### config.mk
export PLATFORM = sky130hd
export DESIGN_NAME = hpe_event_top
export DESIGN_NICKNAME = d
export VERILOG_FILES = /design/src/logic/hpe_pkg.sv /design/src/logic/hpe_event_top.sv
export SDC_FILE = /design/constraint.sdc
export NUM_CORES = 1
export LEC_CHECK = 0
export ABC_AREA = 1
export BUFFER_PORTS_ARGS = -buffer_cell sky130_fd_sc_hd__buf_2
export CAP_MARGIN = 20
export CORE_AREA = 2 2 110 112
export DETAILED_ROUTE_END_ITERATION = 10
export DIE_AREA = 0 0 112 114
export PLACE_DENSITY = 0.8
export SYNTH_ARGS = -nofsm -noshare
export SYNTH_HDL_FRONTEND = slang
export SYNTH_SLANG_ARGS = --single-unit
### constraint.sdc
create_clock -name clk -period 4.41 [get_ports clk]
set_input_delay 0.2205 -clock clk [delete_from_list [all_inputs] [get_ports clk]]
set_output_delay 0.2205 -clock clk [all_outputs]
set_load 0.01 [all_outputs]
### src/logic/hpe_pkg.sv
// Package: constants and carrier types for the hot-plug event signalling block
`default_nettype none
package hpe_pkg;

  // ---------------------------------------------------------------
  // Sizes
  // ---------------------------------------------------------------
  localparam int NPORT = 5; // Downstream ports 1..5 map to index 0..4
  localparam int NEVT = 5;
  localparam int AW = 12;

  // ---------------------------------------------------------------
  // Slot status flag positions
  // ---------------------------------------------------------------
  localparam int EV_BUTTON = 0;
  localparam int EV_PFAULT = 1;
  localparam int EV_LATCH = 2;
  localparam int EV_PRESENCE = 3;
  localparam int EV_CMD_DONE = 4;

  // ---------------------------------------------------------------
  // Register byte offsets
  // ---------------------------------------------------------------
  localparam logic [AW-1:0] GLB_CTRL_OFS = 12'h000;
  localparam logic [AW-1:0] GPE_CTL_OFS = 12'h004;
  localparam logic [AW-1:0] GPE_STS_OFS = 12'h008;
  localparam logic [AW-1:0] PORT_BASE_OFS = 12'h010;
  localparam logic [AW-1:0] PORT_STRIDE = 12'h008;
  localparam logic [AW-1:0] PORT_CTRL_OFS = 12'h000;
  localparam logic [AW-1:0] PORT_STS_OFS = 12'h004;

  // ---------------------------------------------------------------
  // Field positions
  // ---------------------------------------------------------------
  localparam int GLB_D3_BIT = 0;
  localparam int GLB_ALT_BIT = 1;
  localparam int GLB_GPO_BIT = 2;
  localparam int GLB_GPOE_BIT = 3;
  localparam int GLB_GPI_BIT = 4;
  localparam int GLB_W = 4;
  localparam int STS_PEND_BIT = 8;
  localparam int CTRL_W = 10;

  // ---------------------------------------------------------------
  // Carriers
  // ---------------------------------------------------------------
  // Per-port slot control, laid out as bits [9:0] of the control word
  typedef struct packed {
    logic hotplug_capable_bit;
    logic port_d3hot;
    logic legacy_irq_disable;
    logic msi_enable;
    logic hotplug_irq_enable;
    logic [NEVT-1:0] evt_mask;
  } hpe_slot_ctrl_s;

  // Notification group: msi and pme are pulses, intx is a level
  typedef struct packed {
    logic msi;
    logic intx;
    logic pme;
  } hpe_notify_s;

  // ---------------------------------------------------------------
  // Reset values
  // ---------------------------------------------------------------
  localparam logic [CTRL_W-1:0] SLOT_CTRL_RST = 10'h000;
  localparam logic [GLB_W-1:0] GLB_CTRL_RST = 4'h0;
  localparam logic [NPORT-1:0] GPE_RST = 5'h00;
  localparam logic [NEVT-1:0] FLAG_RST = 5'h00;
  localparam logic [31:0] RDATA_RST = 32'h0000_0000;

endpackage
`default_nettype wire

### src/logic/hpe_event_top.sv
// Hot-plug event signalling: slot flags, interrupt/wake/GPE routing, APB registers
//
// Overview of operation
// - Hot-plug interrupts need the interrupt enable bit
// - Each unmasked slot flag requests an interrupt
// - MSI enable and legacy disable choose delivery
// - Low power, enable off: wake message only
// - Low power, enable on: wake and interrupt
// - Masked event gives neither wake nor interrupt
// - Command done never causes a wake
// - GP event output is GPIO 7 alternate
// - GP mode port issues no interrupt or wake
// - GP mode port events assert GP output
// - Pin 7 shows GP event only if alternate
// - GP assertion sets that port's status bit
// - GP status sets only in GP mode
// - GP mode changes only the notification path
// - Non-hot-plug notifications ignore GP mode
// - Slot sensors arrive via I/O expander logic
// - Only downstream ports carry MSI capability
// - Outputs held low during reset; GPIO 7 pin not driven
// - Controller active only when hot-plug capable
//
// Chosen here: register access over APB and the register offsets.
`timescale 1ns/10ps
`default_nettype none
module hpe_event_top (
  // Clock and reset
  input wire logic clk,
  input wire logic sys_rst,
  // APB slave
  input wire logic [hpe_pkg::AW-1:0] paddr,
  input wire logic psel,
  input wire logic penable,
  input wire logic pwrite,
  input wire logic [31:0] pwdata,
  output logic [31:0] prdata,
  output logic pready,
  output logic pslverr,
  // Slot events from the I/O expander logic, one bit per flag
  input wire logic [hpe_pkg::NPORT-1:0][hpe_pkg::NEVT-1:0] slot_evt,
  // Notifications raised by non-hot-plug sources
  input wire logic [hpe_pkg::NPORT-1:0][2:0] other_src,
  // Notifications towards the root complex, per downstream port
  output logic [hpe_pkg::NPORT-1:0][2:0] notify,
  // General purpose event and GPIO 7 pin
  output logic gp_event_out,
  input wire logic gpio7_i,
  output logic gpio7_o,
  output logic gpio7_oe
);

  // ---------------------------------------------------------------
  // Declarations
  // ---------------------------------------------------------------
  localparam int NP = hpe_pkg::NPORT;
  localparam int NE = hpe_pkg::NEVT;
  localparam int AW = hpe_pkg::AW;

  hpe_pkg::hpe_slot_ctrl_s [NP-1:0] ctrl_q;
  hpe_pkg::hpe_notify_s [NP-1:0] notify_q;
  hpe_pkg::hpe_notify_s [NP-1:0] other_in;
  logic [NP-1:0][NE-1:0] flags_q;
  logic [NP-1:0][NE-1:0] flags_d;
  logic [NP-1:0][NE-1:0] new_evt;
  logic [NP-1:0][NE-1:0] live_evt;
  logic [NP-1:0][31:0] port_rdata;
  logic [NP-1:0] port_hit;
  logic [NP-1:0] hp_pend;
  logic [NP-1:0] hp_msi;
  logic [NP-1:0] hp_intx;
  logic [NP-1:0] hp_pme;
  logic [NP-1:0] gpe_set;
  logic [NP-1:0] gpe_ctl_q;
  logic [NP-1:0] gpe_sts_q;
  logic [NP-1:0] gpe_sts_d;
  logic [hpe_pkg::GLB_W-1:0] glb_ctrl_q;
  logic gp_out_q;
  logic gpio7_o_q;
  logic gpio7_oe_q;
  logic gpi_meta_q;
  logic gpi_sync_q;
  logic [31:0] prdata_q;
  logic pready_q;
  logic pslverr_q;
  logic [31:0] rdata_mux;
  logic [31:0] port_rd_or;
  logic setup_ph;
  logic wr_fire;
  logic glb_hit;
  logic gctl_hit;
  logic gsts_hit;
  logic any_hit;
  logic sw_d3;
  logic gpo_alt;

  // Port match for one per-port register word
  function automatic logic port_reg_hit(input logic [hpe_pkg::AW-1:0] a, input int p,
                                        input logic [hpe_pkg::AW-1:0] sub);
    logic [hpe_pkg::AW-1:0] base;
    base = hpe_pkg::PORT_BASE_OFS + (hpe_pkg::PORT_STRIDE * AW'(p)) + sub;
    port_reg_hit = (a == base);
  endfunction

  // ---------------------------------------------------------------
  // APB decode
  // ---------------------------------------------------------------
  // Writes land only at the completing edge of the access phase
  // so a setup cycle that is abandoned never changes any register
  assign setup_ph = psel & ~penable;
  assign wr_fire = psel & penable & pwrite & pready_q;
  assign glb_hit = (paddr == hpe_pkg::GLB_CTRL_OFS);
  assign gctl_hit = (paddr == hpe_pkg::GPE_CTL_OFS);
  assign gsts_hit = (paddr == hpe_pkg::GPE_STS_OFS);
  assign any_hit = glb_hit | gctl_hit | gsts_hit | (|port_hit);
  assign sw_d3 = glb_ctrl_q[hpe_pkg::GLB_D3_BIT];
  assign gpo_alt = glb_ctrl_q[hpe_pkg::GLB_ALT_BIT];
  assign other_in = other_src;

  // Read data is the OR of all decoded words; unmapped reads return zero
  always_comb begin
    port_rd_or = 32'h0000_0000;
    for (int p = 0; p < NP; p++) begin
      port_rd_or = port_rd_or | port_rdata[p];
    end
  end

  assign rdata_mux = port_rd_or
    | (glb_hit ? {27'h000_0000, gpi_sync_q, glb_ctrl_q} : 32'h0000_0000)
    | (gctl_hit ? {27'h000_0000, gpe_ctl_q} : 32'h0000_0000)
    | (gsts_hit ? {27'h000_0000, gpe_sts_q} : 32'h0000_0000);

  // ---------------------------------------------------------------
  // Per-port hot-plug controller
  // ---------------------------------------------------------------
  for (genvar p = 0; p < NP; p++) begin : g_port
    logic ctl_hit;
    logic sts_hit;
    logic [NE-1:0] clr;

    assign ctl_hit = port_reg_hit(paddr, p, hpe_pkg::PORT_CTRL_OFS);
    assign sts_hit = port_reg_hit(paddr, p, hpe_pkg::PORT_STS_OFS);
    assign port_hit[p] = ctl_hit | sts_hit;
    assign clr = (wr_fire & sts_hit) ? pwdata[NE-1:0] : '0;

    // Flags only set while the port is hot-plug capable
    assign new_evt[p] = slot_evt[p] & ~flags_q[p] & {NE{ctrl_q[p].hotplug_capable_bit}};
    assign live_evt[p] = new_evt[p] & ~ctrl_q[p].evt_mask;
    // A same-cycle clear wins: an event on a flag that is already set is not a new event
    assign flags_d[p] = (flags_q[p] & ~clr) | new_evt[p];

    // Level pending request; GP mode removes it from the interrupt path
    assign hp_pend[p] = ctrl_q[p].hotplug_irq_enable & (|(flags_q[p] & ~ctrl_q[p].evt_mask))
                        & ~gpe_ctl_q[p];
    assign hp_msi[p] = ctrl_q[p].hotplug_irq_enable & ctrl_q[p].msi_enable & ~gpe_ctl_q[p]
                       & (|live_evt[p]);
    assign hp_intx[p] = hp_pend[p] & ~ctrl_q[p].msi_enable & ~ctrl_q[p].legacy_irq_disable;
    // Wake in low power, independent of the interrupt enable; never for command done
    assign hp_pme[p] = (ctrl_q[p].port_d3hot | sw_d3) & ~gpe_ctl_q[p]
                       & (|(live_evt[p] & ~(NE'(1) << hpe_pkg::EV_CMD_DONE)));
    assign gpe_set[p] = gpe_ctl_q[p] & (|live_evt[p]);

    assign port_rdata[p] = (ctl_hit ? {22'h00_0000, ctrl_q[p]} : 32'h0000_0000)
      | (sts_hit ? {23'h00_0000, hp_pend[p], 3'h0, flags_q[p]} : 32'h0000_0000);

    // Slot control and status storage
    always_ff @(posedge clk or posedge sys_rst) begin
      if (sys_rst) begin
        ctrl_q[p] <= hpe_pkg::SLOT_CTRL_RST;
        flags_q[p] <= hpe_pkg::FLAG_RST;
      end else begin
        if (wr_fire & ctl_hit) begin
          ctrl_q[p] <= pwdata[hpe_pkg::CTRL_W-1:0];
        end
        flags_q[p] <= flags_d[p];
      end
    end

    // Outside sources pass untouched by the GP mode setting; downstream only
    always_ff @(posedge clk or posedge sys_rst) begin
      if (sys_rst) begin
        notify_q[p] <= 3'h0;
      end else begin
        notify_q[p].msi <= hp_msi[p] | other_in[p].msi;
        notify_q[p].intx <= hp_intx[p] | other_in[p].intx;
        notify_q[p].pme <= hp_pme[p] | other_in[p].pme;
      end
    end

    // -------------------------------------------------------------
    // Checks
    // -------------------------------------------------------------
    property p_irq_needs_enable;
      @(posedge clk) disable iff (sys_rst)
      notify_q[p].intx && !$past(other_in[p].intx) |-> $past(ctrl_q[p].hotplug_irq_enable);
    endproperty
    a_irq_needs_enable: assert property (p_irq_needs_enable)
      else $error("legacy interrupt without hot-plug enable");

    property p_legacy_off;
      @(posedge clk) disable iff (sys_rst)
      ctrl_q[p].legacy_irq_disable && !other_in[p].intx |=> !notify_q[p].intx;
    endproperty
    a_legacy_off: assert property (p_legacy_off)
      else $error("legacy interrupt while legacy delivery disabled");

    property p_masked_quiet;
      @(posedge clk) disable iff (sys_rst)
      (live_evt[p] == '0) && !other_in[p].msi && !other_in[p].pme |=> !notify_q[p].msi && !notify_q[p].pme;
    endproperty
    a_masked_quiet: assert property (p_masked_quiet)
      else $error("masked event raised a notification");

    property p_cmd_no_wake;
      @(posedge clk) disable iff (sys_rst)
      (live_evt[p] == (NE'(1) << hpe_pkg::EV_CMD_DONE)) && !other_in[p].pme |=> !notify_q[p].pme;
    endproperty
    a_cmd_no_wake: assert property (p_cmd_no_wake)
      else $error("command done caused a wake");

    property p_wake_and_irq;
      @(posedge clk) disable iff (sys_rst)
      (|live_evt[p][3:0]) && ctrl_q[p].port_d3hot && ctrl_q[p].hotplug_irq_enable
      && ctrl_q[p].msi_enable && !gpe_ctl_q[p] |=> notify_q[p].pme && notify_q[p].msi;
    endproperty
    a_wake_and_irq: assert property (p_wake_and_irq)
      else $error("low-power enabled event missed wake or interrupt");

    property p_wake_only;
      @(posedge clk) disable iff (sys_rst)
      (|live_evt[p][3:0]) && sw_d3 && !ctrl_q[p].hotplug_irq_enable && !gpe_ctl_q[p]
      && !other_in[p].msi |=> notify_q[p].pme && !notify_q[p].msi;
    endproperty
    a_wake_only: assert property (p_wake_only)
      else $error("low-power event with enable off not a pure wake");

    property p_gp_mode_silent;
      @(posedge clk) disable iff (sys_rst)
      gpe_ctl_q[p] && !other_in[p].msi && !other_in[p].pme && !other_in[p].intx
      |=> !notify_q[p].msi && !notify_q[p].pme && !notify_q[p].intx;
    endproperty
    a_gp_mode_silent: assert property (p_gp_mode_silent)
      else $error("GP mode port raised a notification");

    property p_gp_sts_source;
      @(posedge clk) disable iff (sys_rst)
      $rose(gpe_sts_q[p]) |-> $past(gpe_ctl_q[p]) && $past(|live_evt[p]);
    endproperty
    a_gp_sts_source: assert property (p_gp_sts_source)
      else $error("GP status set outside GP mode");

    property p_gp_sts_set;
      @(posedge clk) disable iff (sys_rst)
      gpe_ctl_q[p] && (|live_evt[p]) |=> gpe_sts_q[p] && gp_out_q;
    endproperty
    a_gp_sts_set: assert property (p_gp_sts_set)
      else $error("GP event did not set status and output");

    property p_w1c;
      @(posedge clk) disable iff (sys_rst)
      wr_fire && sts_hit && pwdata[0] && !new_evt[p][0] |=> !flags_q[p][0];
    endproperty
    a_w1c: assert property (p_w1c)
      else $error("write of one did not clear flag");
  end

  // ---------------------------------------------------------------
  // Global control and GP event status
  // ---------------------------------------------------------------
  // Set beats a same-cycle write-one clear
  assign gpe_sts_d = (gpe_sts_q & ~((wr_fire & gsts_hit) ? pwdata[NP-1:0] : '0)) | gpe_set;

  // Software-owned configuration words
  always_ff @(posedge clk or posedge sys_rst) begin
    if (sys_rst) begin
      glb_ctrl_q <= hpe_pkg::GLB_CTRL_RST;
      gpe_ctl_q <= hpe_pkg::GPE_RST;
    end else begin
      if (wr_fire & glb_hit) begin
        glb_ctrl_q <= pwdata[hpe_pkg::GLB_W-1:0];
      end
      if (wr_fire & gctl_hit) begin
        gpe_ctl_q <= pwdata[NP-1:0];
      end
    end
  end

  // GP status and shared output; output follows status with no extra lag
  always_ff @(posedge clk or posedge sys_rst) begin
    if (sys_rst) begin
      gpe_sts_q <= hpe_pkg::GPE_RST;
      gp_out_q <= 1'b0;
    end else begin
      gpe_sts_q <= gpe_sts_d;
      gp_out_q <= |gpe_sts_d;
    end
  end

  // ---------------------------------------------------------------
  // GPIO 7 pin
  // ---------------------------------------------------------------
  // Pin is released during reset; alternate mode drives the GP level
  always_ff @(posedge clk or posedge sys_rst) begin
    if (sys_rst) begin
      gpio7_o_q <= 1'b0;
      gpio7_oe_q <= 1'b0;
    end else begin
      gpio7_o_q <= gpo_alt ? (|gpe_sts_d) : glb_ctrl_q[hpe_pkg::GLB_GPO_BIT];
      gpio7_oe_q <= gpo_alt | glb_ctrl_q[hpe_pkg::GLB_GPOE_BIT];
    end
  end

  // Two-stage synchroniser; only the second stage is read
  always_ff @(posedge clk or posedge sys_rst) begin
    if (sys_rst) begin
      gpi_meta_q <= 1'b0;
      gpi_sync_q <= 1'b0;
    end else begin
      gpi_meta_q <= gpio7_i;
      gpi_sync_q <= gpi_meta_q;
    end
  end

  // ---------------------------------------------------------------
  // APB response
  // ---------------------------------------------------------------
  // One wait-free access phase: data and error are captured at setup
  always_ff @(posedge clk or posedge sys_rst) begin
    if (sys_rst) begin
      pready_q <= 1'b0;
      pslverr_q <= 1'b0;
      prdata_q <= hpe_pkg::RDATA_RST;
    end else begin
      pready_q <= setup_ph;
      if (setup_ph) begin
        pslverr_q <= ~any_hit;
        prdata_q <= pwrite ? 32'h0000_0000 : rdata_mux;
      end
    end
  end

  // ---------------------------------------------------------------
  // Outputs
  // ---------------------------------------------------------------
  assign prdata = prdata_q;
  assign pready = pready_q;
  assign pslverr = pslverr_q;
  assign notify = notify_q;
  assign gp_event_out = gp_out_q;
  assign gpio7_o = gpio7_o_q;
  assign gpio7_oe = gpio7_oe_q;

  // ---------------------------------------------------------------
  // Shared-pin checks
  // ---------------------------------------------------------------
  property p_pin_gpio_mode;
    @(posedge clk) disable iff (sys_rst)
    !gpo_alt |=> gpio7_o_q == $past(glb_ctrl_q[hpe_pkg::GLB_GPO_BIT])
                 && gpio7_oe_q == $past(glb_ctrl_q[hpe_pkg::GLB_GPOE_BIT]);
  endproperty
  a_pin_gpio_mode: assert property (p_pin_gpio_mode)
    else $error("GPIO 7 lost ordinary behaviour");

  property p_gp_hold;
    @(posedge clk) disable iff (sys_rst)
    gp_out_q == (gpe_sts_q != '0);
  endproperty
  a_gp_hold: assert property (p_gp_hold)
    else $error("GP output not tracking status");

endmodule
`default_nettype wire

==> impl_metrics.py <==
metrics = {
    "hold_path": {
        "holdCritStartpoint": "other_src[10]",
        "hold_class": "in2reg",
    },
    "cells_and_area": {
        "nets": 999,
        "stdcell_area_sq_um": 7460,
        "drive_above_1_share": 0.197,
        "nFillCells": 1030,
        "utilization": 0.637,
        "syn_to_final_growth_pct": 19.1,
        "diodes": 0,
    },
    "timing": {
        "relSlewSlack": 0.520,
        "fmax_ghz": 0.502,
        "setup_viol": 0,
        "layout_setup_ws_ps": 2420,
        "drv_slew": 0,
        "period_share": 0.452,
        "period_needed_ps": 1990,
        "skew_ps": 8.35,
        "finalHoldViolations": 0,
        "grt_setup_unrepaired": "false",
        "tightestPinTransition_ps": 720,
        "finalSetupTns_ps": 0,
    },
    "placed_design": {
        "place_ws_ps": 2320,
        "dp_hpwl_mm": 13.3,
        "gp_congestion": 0.999,
        "port_buffers": 97,
        "dpl_cell_area_sq_um": 6740,
    },
    "floorplan": {
        "core-area_sq_um": 11700,
        "die-area_sq_um": 12800,
        "num_rows": 40,
        "die-height_um": 114,
        "start_util": 0.535,
        "die_x_um": 112,
        "boundaryPins": 142,
    },
    "global_route": {
        "overflow": 0,
        "grt_pass1_vias": 5689,
        "gr-usage-all-layers": 0.308,
        "antenna_found_initial": 0,
        "grt_max_degree": 58,
        "grt_pass1_wl_mm": 29.8,
    },
    "logic_synthesis": {
        "yosysWarnings": 0,
        "synth-seq-area-share": 0.483,
        "ys.flop_type": "dfrtp_1",
        "synth_edf_count": 0,
        "ys_ff_latch": 121,
        "syn_inst": 801,
        "synth.avg_cell_area_sq_um": 7.82,
        "yosysUniqueCellTypes": 35,
        "ys_async_sr_fraction": 1.00,
        "syn_area_sq_um": 6260,
    },
    "route": {
        "ant_nets": 0,
        "drt_first_pass_iters": 8,
        "drtIter0Drc": 655,
        "vias": 6004,
        "post_drt_via_cell_ratio": 5.62,
        "drcViolationCount": 0,
        "wl_per_cell_um": 17.7,
        "wl_mm": 18.9,
    },
    "clocking": {
        "root_buffer": "clkbuf_16",
        "path_clk_slew_ps": 60,
        "cts_sinks": 121,
        "cts_tree": "built",
        "cts_buffer_depth": 2,
        "htree_levels": 4,
        "clock_latency_ps": 430,
        "numCtsBuffers": 17,
    },
    "pwr": {
        "p_leak_uw": 0.00379,
        "total_power_uw": 2630,
        "vdd_ir_drop_max_v": 0.000231,
        "p_per_area_nw_per_um2": 352,
    },
    "critical_path": {
        "cp-startpoint": "penable",
        "r2r_start": "pready",
        "crit_path_start_kind": "input port",
        "worstPathRequired_ps": 4690,
        "arrival_ps": 2270,
        "setup.worst_path.end_class": "flop",
        "path_max_fanout": 20,
        "worstSetupPathType": "in2reg",
    },
    "run_status": {
        "outcome": "finished, final reports clean",
    },
    "run": {
        "drv_cap": 0,
    },
}
==> layer usage <==
metal  part of all wire  up-vias  GRT usage
met5                  0        -          0
met4              0.046        0      0.166
met3              0.095       64     0.0733
met2               0.44      368      0.456
met1               0.42     2811      0.423
li1                   -     2761          -
==> where the power goes <==
part | internal, uW | switching (uW) | leakage [uW] | total [uW]
clock network | 828 | 533 | 0.000263 | 1360
registers | 1120 | 4.01 | 0.00165 | 1130
logic | 47.9 | 94.3 | 0.00188 | 142
total | 2000 | 631 | 0.00379 | 2630
==> final cells by class <==
cell class | instances | area [sq um] | area share
clock buffers | 17 | 425 | 0.0570
clock inverters | 15 | 154 | 0.0206
inverters | 87 | 333 | 0.0446
multi-input cells | 569 | 2700 | 0.362
flip-flops and latches | 121 | 3030 | 0.406
well taps | 147 | 184 | 0.0246
repair buffers | 113 | 641 | 0.0858
==> critical path, cell delays in order <==
cell           delay (ps)
dlygate4sd3_1         520
buf_2                 100
nand2_1                80
nor2_4                460
nand2_1               580
nand2_1               200
o21ai_1               100
==> kinds of logic (layout without fill, tap and decap cells) <==
family	Yosys count	after routing	share of synthesized area
simple gates	410	410	0.296
compound gates	137	137	0.121
buf+inv	132	232	0.0987
flops	121	121	0.483
other cells	1	22	0.000599
==> final timing paths <==
path	slack (ps)	endpoint	cells past startpoint
setup / recovery	2420	ctrl_q[32]	7
hold / removal	30	notify[10]	2
setup reg to reg	2520	ctrl_q[32]	5
hold reg to reg	370	gpi_sync_q	0
max in group asynchronous	3040	notify[3]	4
min in group asynchronous	320	flags_q[19]	3
==> synth_stat cells (6+ instances only) <==
cell	n	area, sq um
dfrtp_1	121	3030
nor2_2	7	43.8
nor2_1	68	255
or2_2	7	43.8
clkbuf_1	6	22.5
nand2_2	6	37.5
o211ai_1	6	45.0
nor2_4	8	90.1
o21ai_0	50	250
o22ai_1	10	62.6
nand4_1	11	68.8
o21ai_1	54	270
nand3_1	56	280
buf_2	14	70.1
inv_2	8	30.0
nand2_1	229	860
inv_1	76	285
buf_4	23	173
==> placed cells by master, fill, tap and decap left out, types with 8 or more instances in the layout <==
cell type,n
clkbuf_16,17
dlygate4sd3_1,14
dfrtp_1,121
inv_2,8
nor2_4,8
buf_2,97
o21ai_0,50
o22ai_1,10
conb_1,22
nand3_1,56
nand4_1,11
inv_1,75
nand2_1,229
nor2_1,68
o21ai_1,54
==> repair_timing <==
item,in CTS,in global routing
hold endpoints to repair,39,0
resized for setup,0,0
buffers inserted,0,0
hold buffers,14,0
==> state kept, by name (all words and copies together), names as in the netlist, 4 cells and up <==
signal,cells
ctrl_q,50
flags_q,25
glb_ctrl_q,4
gpe_ctl_q,5
gpe_sts_q,5
notify,15
prdata,10
==> metrics by stage <==
step                      cells  hold slack (ps)
after CTS                  1069             13.1
after global routing       1069             31.7
after global placement     1023              224
after floorplan             822              252
after detailed placement   1023              218
final                      1069             26.2
(Power assumes the default switching activity.)
